[src/verilog/spim_pkg.sv]
// constants, types and register map of the byte-serial master
// assumes a 100 MHz system clock and one AHB-Lite slave port
package spim_pkg;

   localparam int unsigned ADDR_W        = 12;
   localparam int unsigned BYTE_W        = 8;
   localparam int unsigned PIN_W         = 5;
   localparam int unsigned NUM_PINS      = 32;

   localparam logic [11:0] OFF_EVENT     = 12'h108;
   localparam logic [11:0] OFF_IRQ_SET   = 12'h304;
   localparam logic [11:0] OFF_IRQ_CLR   = 12'h308;
   localparam logic [11:0] OFF_ENABLE    = 12'h500;
   localparam logic [11:0] OFF_PSEL_SCK  = 12'h508;
   localparam logic [11:0] OFF_PSEL_MOSI = 12'h50C;
   localparam logic [11:0] OFF_PSEL_MISO = 12'h510;
   localparam logic [11:0] OFF_RXD       = 12'h518;
   localparam logic [11:0] OFF_TXD       = 12'h51C;

   localparam logic [31:0] RST_PSEL      = 32'hFFFFFFFF;
   localparam logic [31:0] RST_ZERO      = 32'h00000000;
   localparam logic [3:0]  ENABLE_ON     = 4'h1;
   localparam int unsigned READY_BIT     = 0;
   localparam int unsigned CONNECT_BIT   = 31;

   // serial clock: 250 kbps after reset
   localparam int unsigned CLK_PERIOD_NS = 10;
   localparam int unsigned SCK_PERIOD_NS = 4000;
   localparam int unsigned SCK_HALF_CYC  = SCK_PERIOD_NS / (2 * CLK_PERIOD_NS);

   typedef struct packed {
      logic        disconnect;
      logic [25:0] unused;
      logic [4:0]  pin;
   } spim_psel_type;

   typedef struct packed {
      logic              write;
      logic [ADDR_W-1:0] addr;
   } spim_ahb_req_type;

   typedef enum logic [1:0] {
      ENG_IDLE = 2'b00,
      ENG_LOW  = 2'b01,
      ENG_HIGH = 2'b10
   } spim_eng_state_type;

endpackage : spim_pkg

[src/verilog/spim_shifter.sv]
// one-byte shift engine, clock low at rest, msb first
// assumes miso_s is already synchronised to hclk
`timescale 1ns/1ps
module spim_shifter #(
   parameter int unsigned HALF_CYC = spim_pkg::SCK_HALF_CYC
) (
   input  wire logic       hclk,
   input  wire logic       hresetn,
   input  wire logic       start,
   input  wire logic [7:0] tx_byte,
   input  wire logic       miso_s,
   output logic            sck,
   output logic            mosi,
   output logic            busy,
   output logic            done,
   output logic [7:0]      rx_byte
);
   spim_pkg::spim_eng_state_type state_q;
   logic [15:0] cnt_q;
   logic [2:0]  bit_q;
   logic [7:0]  tx_q;
   logic [7:0]  rx_q;
   logic        done_q;
   wire         tick = (cnt_q == 16'(HALF_CYC - 1));

   always_ff @(posedge hclk or negedge hresetn)
   begin
      if (!hresetn)
         cnt_q <= 16'h0000;
      else if (state_q == spim_pkg::ENG_IDLE || tick)
         cnt_q <= 16'h0000;
      else
         cnt_q <= cnt_q + 16'h0001;
   end

   always_ff @(posedge hclk or negedge hresetn)
   begin
      if (!hresetn)
      begin
         state_q <= spim_pkg::ENG_IDLE;
         bit_q   <= 3'h0;
         tx_q    <= 8'h00;
         rx_q    <= 8'h00;
         done_q  <= 1'b0;
      end
      else
      begin
         done_q <= 1'b0;
         unique case (state_q)
            spim_pkg::ENG_IDLE:
               if (start)
               begin
                  tx_q    <= tx_byte;
                  bit_q   <= 3'h0;
                  state_q <= spim_pkg::ENG_LOW;
               end
            spim_pkg::ENG_LOW:
               if (tick)
               begin
                  rx_q    <= {rx_q[6:0], miso_s};
                  state_q <= spim_pkg::ENG_HIGH;
               end
            spim_pkg::ENG_HIGH:
               if (tick)
               begin
                  tx_q  <= {tx_q[6:0], 1'b0};
                  bit_q <= bit_q + 3'h1;
                  if (bit_q == 3'h7)
                  begin
                     done_q  <= 1'b1;
                     state_q <= spim_pkg::ENG_IDLE;
                  end
                  else
                     state_q <= spim_pkg::ENG_LOW;
               end
            default:
               state_q <= spim_pkg::ENG_IDLE;
         endcase
      end
   end

   assign sck     = (state_q == spim_pkg::ENG_HIGH);
   assign mosi    = tx_q[7];
   assign busy    = (state_q != spim_pkg::ENG_IDLE);
   assign done    = done_q;
   assign rx_byte = rx_q;

   byte_len_a: assert property (@(posedge hclk) disable iff (!hresetn)
      $rose(busy) |-> busy [*8])
      else $error("shifter left a byte early");
endmodule : spim_shifter

[src/verilog/spim_master.sv]
// register view and pin muxing of the byte-serial master
// assumes one AHB-Lite master; gpio_in comes from pads, unsynchronised
`timescale 1ns/1ps
// Summary of operation
// - set register write-one enables done interrupt
// - out pin select: pin field, bit31 disconnects
// - in pin select alike, disconnected after reset
// - receive register read-only, backed by second byte
// - done event whenever receive register refills
// - transfer on write, in order, stop empty
// - backing byte moves up after receive read
module spim_master #(
   parameter int unsigned HALF_CYC = spim_pkg::SCK_HALF_CYC
) (
   input  wire logic        hclk,
   input  wire logic        hresetn,
   input  wire logic        hsel,
   input  wire logic [31:0] haddr,
   input  wire logic [1:0]  htrans,
   input  wire logic        hwrite,
   input  wire logic [2:0]  hsize,
   input  wire logic [31:0] hwdata,
   input  wire logic        hready,
   output logic             hreadyout,
   output logic             hresp,
   output logic [31:0]      hrdata,
   input  wire logic [31:0] gpio_in,
   output logic [31:0]      gpio_out,
   output logic [31:0]      gpio_oe_n,
   output logic             irq
);
   spim_pkg::spim_ahb_req_type req_q;
   logic        wr_pend_q;
   logic        rd_pend_q;
   logic [31:0] hrdata_q;
   logic        event_q;
   logic        irq_en_q;
   logic [3:0]  enable_q;
   spim_pkg::spim_psel_type psel_sck_q;
   spim_pkg::spim_psel_type psel_mosi_q;
   spim_pkg::spim_psel_type psel_miso_q;
   logic [7:0]  txd_q;
   logic        tx_pend_q;
   logic [7:0]  rxd_q;
   logic        rxd_v_q;
   logic [7:0]  rxb_q;
   logic        rxb_v_q;
   logic [31:0] in_s1_q;
   logic [31:0] in_s2_q;
   logic [31:0] gpio_out_q;
   logic [31:0] gpio_oe_n_q;
   logic        eng_sck;
   logic        eng_mosi;
   logic        eng_busy;
   logic        eng_done;
   logic [7:0]  eng_rx;

   // bus decode
   wire addr_phase = hsel && htrans[1] && hready;
   wire wr_en      = wr_pend_q;
   wire rd_en      = rd_pend_q;
   wire hit_event  = (req_q.addr == spim_pkg::OFF_EVENT);
   wire hit_set    = (req_q.addr == spim_pkg::OFF_IRQ_SET);
   wire hit_clr    = (req_q.addr == spim_pkg::OFF_IRQ_CLR);
   wire hit_enable = (req_q.addr == spim_pkg::OFF_ENABLE);
   wire hit_sck    = (req_q.addr == spim_pkg::OFF_PSEL_SCK);
   wire hit_mosi   = (req_q.addr == spim_pkg::OFF_PSEL_MOSI);
   wire hit_miso   = (req_q.addr == spim_pkg::OFF_PSEL_MISO);
   wire hit_rxd    = (req_q.addr == spim_pkg::OFF_RXD);
   wire hit_txd    = (req_q.addr == spim_pkg::OFF_TXD);
   wire rd_rxd     = rd_en && hit_rxd;
   wire rd_event   = rd_en && hit_event;
   wire wr_txd     = wr_en && hit_txd;
   wire enabled    = (enable_q == spim_pkg::ENABLE_ON);

   // engine start: only while the backing byte is empty, even in the cycle a finishing answer fills it
   wire eng_start  = enabled && tx_pend_q && !eng_busy && !rxb_v_q;

   // receive path events
   wire rx_move    = rd_rxd && rxb_v_q;
   wire rx_land    = eng_done && (!rxd_v_q || (rd_rxd && !rxb_v_q));
   wire fire_event = rx_move || rx_land;

   wire [31:0] rd_mux =
      hit_event  ? {31'h0, event_q} :
      (hit_set || hit_clr) ? {31'h0, irq_en_q} :
      hit_enable ? {28'h0, enable_q} :
      hit_sck    ? psel_sck_q :
      hit_mosi   ? psel_mosi_q :
      hit_miso   ? psel_miso_q :
      hit_rxd    ? {24'h0, rxd_q} :
      hit_txd    ? {24'h0, txd_q} : 32'h00000000;

   // reads take one wait state so that side effects and data share one edge
   always_ff @(posedge hclk or negedge hresetn)
   begin
      if (!hresetn)
      begin
         req_q     <= '0;
         wr_pend_q <= 1'b0;
         rd_pend_q <= 1'b0;
         hrdata_q  <= spim_pkg::RST_ZERO;
      end
      else
      begin
         wr_pend_q <= addr_phase && hwrite;
         rd_pend_q <= addr_phase && !hwrite;
         if (addr_phase)
            req_q <= '{write: hwrite, addr: haddr[spim_pkg::ADDR_W-1:0]};
         if (rd_en)
            hrdata_q <= rd_mux;
      end
   end

   assign hreadyout = !rd_pend_q;
   assign hresp     = 1'b0;
   assign hrdata    = hrdata_q;

   // configuration registers
   always_ff @(posedge hclk or negedge hresetn)
   begin
      if (!hresetn)
      begin
         irq_en_q    <= 1'b0;
         enable_q    <= 4'h0;
         psel_sck_q  <= spim_pkg::RST_PSEL;
         psel_mosi_q <= spim_pkg::RST_PSEL;
         psel_miso_q <= spim_pkg::RST_PSEL;
      end
      else if (wr_en)
      begin
         if (hit_set && hwdata[spim_pkg::READY_BIT])
            irq_en_q <= 1'b1;
         else if (hit_clr && hwdata[spim_pkg::READY_BIT])
            irq_en_q <= 1'b0;
         if (hit_enable)
            enable_q <= hwdata[3:0];
         if (hit_sck)
            psel_sck_q <= hwdata;
         if (hit_mosi)
            psel_mosi_q <= hwdata;
         if (hit_miso)
            psel_miso_q <= hwdata;
      end
   end

   // sticky event: a new byte wins over the clearing read
   always_ff @(posedge hclk or negedge hresetn)
   begin
      if (!hresetn)
         event_q <= 1'b0;
      else if (fire_event)
         event_q <= 1'b1;
      else if (rd_event)
         event_q <= 1'b0;
   end

   assign irq = event_q && irq_en_q;

   // transmit buffer feeding the engine, which holds the second byte
   always_ff @(posedge hclk or negedge hresetn)
   begin
      if (!hresetn)
      begin
         txd_q     <= 8'h00;
         tx_pend_q <= 1'b0;
      end
      else
      begin
         if (wr_txd)
            txd_q <= hwdata[7:0];
         if (wr_txd)
            tx_pend_q <= 1'b1;
         else if (eng_start)
            tx_pend_q <= 1'b0;
      end
   end

   // receive register and its backing byte
   always_ff @(posedge hclk or negedge hresetn)
   begin
      if (!hresetn)
      begin
         rxd_q   <= 8'h00;
         rxd_v_q <= 1'b0;
         rxb_q   <= 8'h00;
         rxb_v_q <= 1'b0;
      end
      else if (rx_move)
      begin
         rxd_q   <= rxb_q;
         rxd_v_q <= 1'b1;
         rxb_q   <= eng_done ? eng_rx : rxb_q;
         rxb_v_q <= eng_done;
      end
      else if (rx_land)
      begin
         rxd_q   <= eng_rx;
         rxd_v_q <= 1'b1;
      end
      else if (eng_done)
      begin
         rxb_q   <= eng_rx;
         rxb_v_q <= 1'b1;
      end
      else if (rd_rxd)
         rxd_v_q <= 1'b0;
   end

   // pad inputs pass two flops before the pin mux reads them
   always_ff @(posedge hclk or negedge hresetn)
   begin
      if (!hresetn)
      begin
         in_s1_q <= 32'h00000000;
         in_s2_q <= 32'h00000000;
      end
      else
      begin
         in_s1_q <= gpio_in;
         in_s2_q <= in_s1_q;
      end
   end

   wire miso_s = enabled && !psel_miso_q.disconnect && in_s2_q[psel_miso_q.pin];

   // pin drive: output enable is active low; an unconnected signal drives nothing
   genvar gi;
   generate
      for (gi = 0; gi < spim_pkg::NUM_PINS; gi++)
      begin : g_pin
         wire sck_here  = enabled && !psel_sck_q.disconnect && (psel_sck_q.pin == gi);
         wire mosi_here = enabled && !psel_mosi_q.disconnect && (psel_mosi_q.pin == gi);
         always_ff @(posedge hclk or negedge hresetn)
         begin
            if (!hresetn)
            begin
               gpio_out_q[gi]  <= 1'b0;
               gpio_oe_n_q[gi] <= 1'b1;
            end
            else
            begin
               gpio_out_q[gi]  <= sck_here ? eng_sck : (mosi_here && eng_mosi);
               gpio_oe_n_q[gi] <= !(sck_here || mosi_here);
            end
         end
      end
   endgenerate

   assign gpio_out  = gpio_out_q;
   assign gpio_oe_n = gpio_oe_n_q;

   spim_shifter #(
      .HALF_CYC (HALF_CYC)
   ) u_shifter (
      .hclk    (hclk),
      .hresetn (hresetn),
      .start   (eng_start),
      .tx_byte (txd_q),
      .miso_s  (miso_s),
      .sck     (eng_sck),
      .mosi    (eng_mosi),
      .busy    (eng_busy),
      .done    (eng_done),
      .rx_byte (eng_rx)
   );

   // checks
   irq_set_a: assert property (@(posedge hclk) disable iff (!hresetn)
      (wr_en && hit_set && hwdata[0]) |=> irq_en_q)
      else $error("enable set did not take");
   irq_clr_a: assert property (@(posedge hclk) disable iff (!hresetn)
      (wr_en && hit_clr && hwdata[0] && !hit_set) |=> !irq_en_q)
      else $error("enable clear did not take");
   enable_rd_a: assert property (@(posedge hclk) disable iff (!hresetn)
      (rd_en && (hit_set || hit_clr)) |=> (hrdata == {31'h0, $past(irq_en_q)}))
      else $error("enable read-back wrong");
   mosi_off_a: assert property (@(posedge hclk) disable iff (!hresetn)
      (psel_mosi_q.disconnect && psel_sck_q.disconnect) |=> (gpio_oe_n == 32'hFFFFFFFF))
      else $error("disconnected pins driven");
   miso_off_a: assert property (@(posedge hclk) disable iff (!hresetn)
      psel_miso_q.disconnect |-> !miso_s)
      else $error("disconnected input sampled");
   rx_ro_a: assert property (@(posedge hclk) disable iff (!hresetn)
      (wr_en && hit_rxd && !eng_done && !rx_move) |=> $stable(rxd_q))
      else $error("receive register written");
   tx_start_a: assert property (@(posedge hclk) disable iff (!hresetn)
      (tx_pend_q && enabled && !rxb_v_q && !eng_busy && !wr_txd) |=> eng_busy && !tx_pend_q)
      else $error("queued byte not started");
   event_a: assert property (@(posedge hclk) disable iff (!hresetn)
      (rx_land || rx_move) |=> event_q && rxd_v_q)
      else $error("byte landed without event");
   move_a: assert property (@(posedge hclk) disable iff (!hresetn)
      (rd_rxd && rxb_v_q) |=> (rxd_q == $past(rxb_q)))
      else $error("backing byte not moved");
   tx_hold_a: assert property (@(posedge hclk) disable iff (!hresetn)
      (wr_txd && eng_busy) |=> tx_pend_q && (txd_q == $past(hwdata[7:0])))
      else $error("second byte not queued");
   read_wait_a: assert property (@(posedge hclk) disable iff (!hresetn)
      (addr_phase && !hwrite) |=> !hreadyout ##1 hreadyout)
      else $error("read wait state wrong");

   // the engine never starts with the backing byte full, but a byte started in the cycle it fills overwrites it unless the receive register is read first
   keep_rx_a: assert property (@(posedge hclk) disable iff (!hresetn)
      (rxb_v_q && !rd_rxd) |=> rxb_v_q && $stable(rxb_q))
      else $error("backing byte lost");
   land_data_a: assert property (@(posedge hclk) disable iff (!hresetn)
      rx_land |=> (rxd_q == $past(eng_rx)))
      else $error("received byte not landed");
   ev_clear_a: assert property (@(posedge hclk) disable iff (!hresetn)
      (rd_event && !fire_event) |=> !event_q)
      else $error("event not cleared by read");
   tx_stop_a: assert property (@(posedge hclk) disable iff (!hresetn)
      (eng_done && !tx_pend_q) |=> !eng_busy)
      else $error("engine ran on with nothing queued");

   // pins are registered, so each pin check looks one edge after the select it used
   pins_off_a: assert property (@(posedge hclk) disable iff (!hresetn)
      !enabled |=> (gpio_oe_n == 32'hFFFFFFFF))
      else $error("pin driven while disabled");
   sck_pin_a: assert property (@(posedge hclk) disable iff (!hresetn)
      (enabled && !psel_sck_q.disconnect) |=>
         (gpio_out[$past(psel_sck_q.pin)] == $past(eng_sck)) && !gpio_oe_n[$past(psel_sck_q.pin)])
      else $error("clock pin not driven");
   mosi_pin_a: assert property (@(posedge hclk) disable iff (!hresetn)
      (enabled && !psel_mosi_q.disconnect && (psel_sck_q.disconnect || psel_sck_q.pin != psel_mosi_q.pin)) |=>
         (gpio_out[$past(psel_mosi_q.pin)] == $past(eng_mosi)) && !gpio_oe_n[$past(psel_mosi_q.pin)])
      else $error("data pin not driven");

   two_bytes_c: cover property (@(posedge hclk) disable iff (!hresetn)
      eng_busy && tx_pend_q);
   backing_c: cover property (@(posedge hclk) disable iff (!hresetn)
      rx_move);
   irq_c: cover property (@(posedge hclk) disable iff (!hresetn)
      $rose(irq));
   stall_c: cover property (@(posedge hclk) disable iff (!hresetn)
      tx_pend_q && rxb_v_q && !eng_busy);
   miso_off_c: cover property (@(posedge hclk) disable iff (!hresetn)
      eng_done && psel_miso_q.disconnect);
endmodule : spim_master

[config.mk]
export PLATFORM = sky130hd
export DESIGN_NAME = spim_master
export DESIGN_NICKNAME = d
export VERILOG_FILES = /design/src/verilog/spim_pkg.sv /design/src/verilog/spim_shifter.sv /design/src/verilog/spim_master.sv
export SDC_FILE = /design/constraint.sdc
export NUM_CORES = 1
export LEC_CHECK = 0
export ABC_AREA = 1
export ABC_CLOCK_PERIOD_IN_PS = 2100
export BUFFER_PORTS_ARGS = -buffer_cell sky130_fd_sc_hd__buf_2
export CORE_ASPECT_RATIO = 0.7
export CORE_MARGIN = 2
export CORE_UTILIZATION = 57
export DETAILED_ROUTE_END_ITERATION = 8
export PLACE_DENSITY = 0.85
export SLEW_MARGIN = 0
export SYNTH_ARGS = -nofsm -noshare
export SYNTH_HDL_FRONTEND = slang
export SYNTH_HIERARCHICAL = 1
export SYNTH_SLANG_ARGS = --single-unit
[constraint.sdc]
create_clock -name hclk -period 2.1 [get_ports hclk]
set_input_delay 0.63 -clock hclk [delete_from_list [all_inputs] [get_ports hclk]]
set_output_delay 0.63 -clock hclk [all_outputs]
set_load 0.02 [all_outputs]
Word-level counts from Yosys, hierarchy flattened
Index checks and enable logic that the tools add are counted.
{ "word_totals": {"reg_bits": 341, "in_bits": 106, "output_inout_bits": 99, "word_cells": 466} }
{ "classes": {"magnitude_cmp": 1, "eq_ne": 81, "n_reduce_logical": 213, "n_addsub": 2, "n_mux": 75} }
{ "ops": {"columns": ["op", "count"], "rows": [
  ["$mux 32", 6],
  ["$eq 5x5->1 const B", 32],
  ["$logic_and 1x1->1", 116],
  ["$eq 5x4->1 const B", 16],
  ["$eq 12x11->1 const B", 6],
  ["$mux 8", 9],
  ["$mux 1", 50],
  ["$eq 5x3->1 const B", 8],
  ["$logic_not 1->1", 40],
  ["$logic_or 1x1->1", 36],
  ["$eq 12x10->1 const B", 2],
  ["$eq 5x2->1 const B", 4],
  ["$add 16x1->16 const B", 1],
  ["$eq 16x8->1 const B", 1],
  ["$mux 16", 1],
  ["$pmux 8 s2", 1],
  ["$reduce_and 2->1", 8],
  ["$reduce_bool 2->1", 7],
  ["$eq 12x9->1 const B", 1],
  ["$eq 5x1->1 const B", 2],
  ["$logic_not 5->1", 2],
  ["$lt 5x6->1 const B", 1],
  ["$mux 2", 3],
  ["$mux 3", 2],
  ["14 further kinds", 17]
]} }

Logic depth before layout (Yosys ltp)
{ "logic_depth": {"depth_word": 9, "depth_mapped": 14, "ltp_nobuf": 14} }

Hierarchy
Netlist, hierarchy kept.
{ "modules_own_cells": {"columns": ["module", "cells_each", "seq_area_each_um2", "instances", "area_each_um2"], "rows": [
  ["spim_master", 1333, 7742.4, 1, 12355.6],
  ["spim_shifter", 251, 950.9, 1, 1931.9]
]} }

Least setup slack after synthesis
Ideal clock, no wire load.
{ "synth_timing": {"path_type": "register to output", "from": "reg rd_pend_q (netlist: rd_en)", "to": "out hreadyout", "stages_incl_launch_ff": 4, "arrival_time_ps": 1091, "path_buffers": 2, "required_time_ps": 1470, "path_slack_ps": 379, "path_cell_list": "dfrtp_1 -> clkbuf_1 -> inv_2 -> clkbuf_1"} }
{ "synth_between": {"elab_chain_cells": 1} }
{ "synth_rtl": {"columns": ["item", "line", "source"], "rows": [
  ["start, declared", "spim_master.sv:34", "logic rd_pend_q;"],
  ["start signal, assigned", "spim_master.sv:107", "rd_pend_q <= addr_phase && !hwrite;"],
  ["$logic_not 1->1", "spim_master.sv:115", "assign hreadyout = !rd_pend_q;"],
  ["end, declared", "spim_master.sv:24", "output logic hreadyout,"]
]} }
Every way passes these cells.

Final worst setup path
Same ends and word-level chain as after synthesis.

==> results.yml <==
run_status:
  outcome: "finished, final reports clean"
critical_path:
  critPathBufInv: 2
  cpMaxStageDelayCell: "dfrtp_1"
  cp-end-kind: "primary output"
  worstSetupEndpoint: "hreadyout"
  start_kind: "flip-flop"
  r2r-end: "psel_miso_q[24]$_DFFE_PN1P_"
  worstPathMaxFanout: 6
  r2r_setup_slack_ps: 140
  crit_family: "flip-flops"
  arrival_ps: 1430
  cp.depth: 2
  reg2reg_depth: 8
  worstSetupStartpoint: "rd_en$_DFF_PN0_"
  path_cells: "inv_4 -> buf_2"
  critPathRequiredTime_ps: 1470
  r2r-start: "req_q[7]$_DFFE_PN0P_"
  max_stage_delay_ps: 490
  critPathKind: "reg2out"
synthesis:
  synthCells: 1584
  synthArstFlopShare_pct: 100.0
  ys.flop_type: "dfrtp_1"
  synth_warnings: 6
  syn_nets: 1693
  synth_area_per_cell_sq_um: 9.020
  ys_ff_latch: 341
  yosysUniqueCellTypes: 45
  synth_area_sq_um: 14290
  synth_edf_count: 0
  synth.area.top_cells: "dfrtp_1 37%, dfstp_2 24%, nand2_1 11%"
  synth_top_area_share_pct: 37.31
  synth_seq_area_share_pct: 60.85
  synth_largest_area_cell: "dfrtp_1"
routing:
  drt_iter0_markers: 1503
  firstDrtPassIters: 7
  drc: 0
  wl_per_cell_um: 17.59
  vias: 11930
  ant_nets: 0
  vias_per_cell: 5.619
  routed_wl_um: 37340
grt:
  antenna_found_initial: 0
  grt.total_usage_pct: 28.50
  overflow: 0
  grt_pass1_wl_um: 60220
  grt_pass1_vias: 11600
  grt_max_degree: 65
timing:
  max_freq_mhz: 485.7
  finalSetupViolCount: 0
  finalMaxSlewViolations: 0
  maxSlewHeadroom_pct: 57.13
  skew_ps: 20.78
  grt_setup_unrepaired: "no"
  period_needed_ps: 2059
  final.setup.tns_ps: 0
  worst_slew_pin_slew_ps: 643.0
  finalCritPeriodShare_pct: 98.04
  hold_viol_final: 0
final_layout:
  layout.nets: 1882
  antenna_cells: 0
  synthToLayoutAreaGrowth_pct: 18.24
  drive_gt1_share_pct: 25.81
  fin_cells: 2123
  postLayoutCellArea_sq_um: 16890
pwr:
  worst_ir_drop_vdd_v: 0.0006120
  power_mw: 13.44
  p_per_area_nw_per_um2: 795.6
  p_leak_nw: 8.619
place:
  dp_hpwl_um: 24490
  place_area_sq_um: 15710
  port_buffers: 179
  gp_congestion: 0.9390
  place_inst: 2064
cts:
  cts_buffer_depth: 3
  cts_tree: "yes"
  clock_latency_ps: 570
  numCtsBuffers: 31
  cts_num_sinks: 341
  htree_num_levels: 1
  post_cts_buffers: 0
  ctsRootBufferMaster: "clkbuf_16"
  cts.clk_slew.worst_paths_ps: 70
floorplanning:
  die_x_um: 193.2
  die_area_sq_um: 26370
  fp.dieH_um: 136.5
  rows: 48
  io_pins: 205
  core_area_sq_um: 24620
  start_util_pct: 58.02
flow_run:
  max-cap-violations: 0
worst_hold_path:
  hp-class: "in2reg"
==> flip-flops by register name, indices dropped and copies added (netlist names), 12 cells and up <==
signal and count:
hrdata 32, gpio_oe_n 32, gpio_out 32, in_s1_q 32
psel_mosi_q 32, psel_miso_q 32, in_s2_q 32, req_q 12
psel_sck_q 32, u_shifter/cnt_q 16
==> placed cells by master, fill, tap and decap left out, types with 4 or more instances in the layout <==
cell / count
nand3_1: 112
inv_2: 9
inv_1: 111
buf_12: 9
clkbuf_8: 4
clkbuf_16: 31
buf_2: 178
o221ai_1: 4
nor3_1: 12
o21ai_0: 134
nor2_1: 176
a21oi_1: 74
xor2_1: 6
nand4_1: 13
o21ai_1: 31
dfstp_2: 128
clkinv_2: 9
nand2_1: 421
dfrtp_1: 213
nand2_2: 10
buf_4: 31
a31oi_1: 4
nand3_2: 4
bufinv_16: 7
o211ai_1: 5
nor2_2: 16
==> Yosys cell counts (2+ instances only) <==
cell / number
o211ai_1: 5
nor2_1: 178
nor4_1: 2
nand4_1: 13
nor3_1: 13
dfrtp_1: 213
buf_4: 7
buf_1: 3
nand2_4: 2
nor2_4: 2
buf_6: 3
nand3_1: 113
nand2_2: 11
nand3_2: 4
xor2_1: 6
o21ai_0: 134
o221ai_1: 4
nand3b_1: 3
o21ai_2: 2
dfstp_2: 128
nor3_2: 2
a21oi_1: 74
clkbuf_1: 36
nor2_2: 14
nand2_1: 421
clkinv_1: 3
inv_1: 111
ha_1: 3
o21ai_1: 31
buf_2: 15
a31oi_1: 4
mux2_2: 2
inv_2: 10
==> per-layer routing <==
layer,routed length [um],global-route usage [%],up-vias
li1,-,-,5464
met1,15740,40.30,5705
met2,16980,44.84,655
met3,3499,5.631,106
met4,1121,9.245,0
met5,0,0,-
==> worst min-delay path by stage <==
stage                          start                       to  cells after the start
6_report                 gpio_in[29]    in_s1_q[29]$_DFF_PN0_                      1
3_5_place_dp   in_s1_q[30]$_DFF_PN0_    in_s2_q[30]$_DFF_PN0_                      0
4_1_cts                   gpio_in[0]     in_s1_q[0]$_DFF_PN0_                      1
5_1_grt                  gpio_in[25]    in_s1_q[25]$_DFF_PN0_                      1
2_1_floorplan                hresetn  enable_q[0]$_DFFE_PN0P_                      0
3_3_place_gp   in_s1_q[12]$_DFF_PN0_    in_s2_q[12]$_DFF_PN0_                      0
==> final cells by class <==
cell class	count	area [sq um]
fill	1781	7730
inverter	125	473.0
sequential	341	8693
clock inverter	22	307.8
clock buffer	36	834.6
multi-input combinational	1054	4850
tap	325	406.6
timing repair buffer	220	1329
==> metrics by stage <==
stage               hold WS (ps)  util [%]  worst slack (ps)
floorplan                  331.2         -             378.8
global placement           332.3     63.78             190.7
detailed placement         334.7     63.78             132.1
CTS                        152.2     68.46             15.66
global route               150.1     68.61             5.246
finish                     160.4     68.61             41.17
==> cell families after synthesis <==
family | Yosys count | share of synthesized area [%]
and+or+nand+nor | 785 | 23.49
DFF | 341 | 60.85
AOI/OAI and AO/OA | 256 | 9.344
buffers and inverters | 189 | 5.447
xor gates and xnor gates | 7 | 0.4291
adders and majority gates | 3 | 0.2627
muxes | 2 | 0.1576
other | 1 | 0.02625
==> report_power, final <==
part           internal [mW]  switching [mW]
Combinational          0.139           0.329
Clock                   3.72            2.52
Sequential              6.68          0.0487
==> what timing repair did <==
| item | CTS | global route |
|---|---|---|
| endpoints found under the hold margin | 29 | 0 |
| gates resized for setup | 0 | 8 |
| setup endpoints to repair | 0 | 20 |
| hold buffers | 1 | 0 |
(Power assumes the default switching activity.)
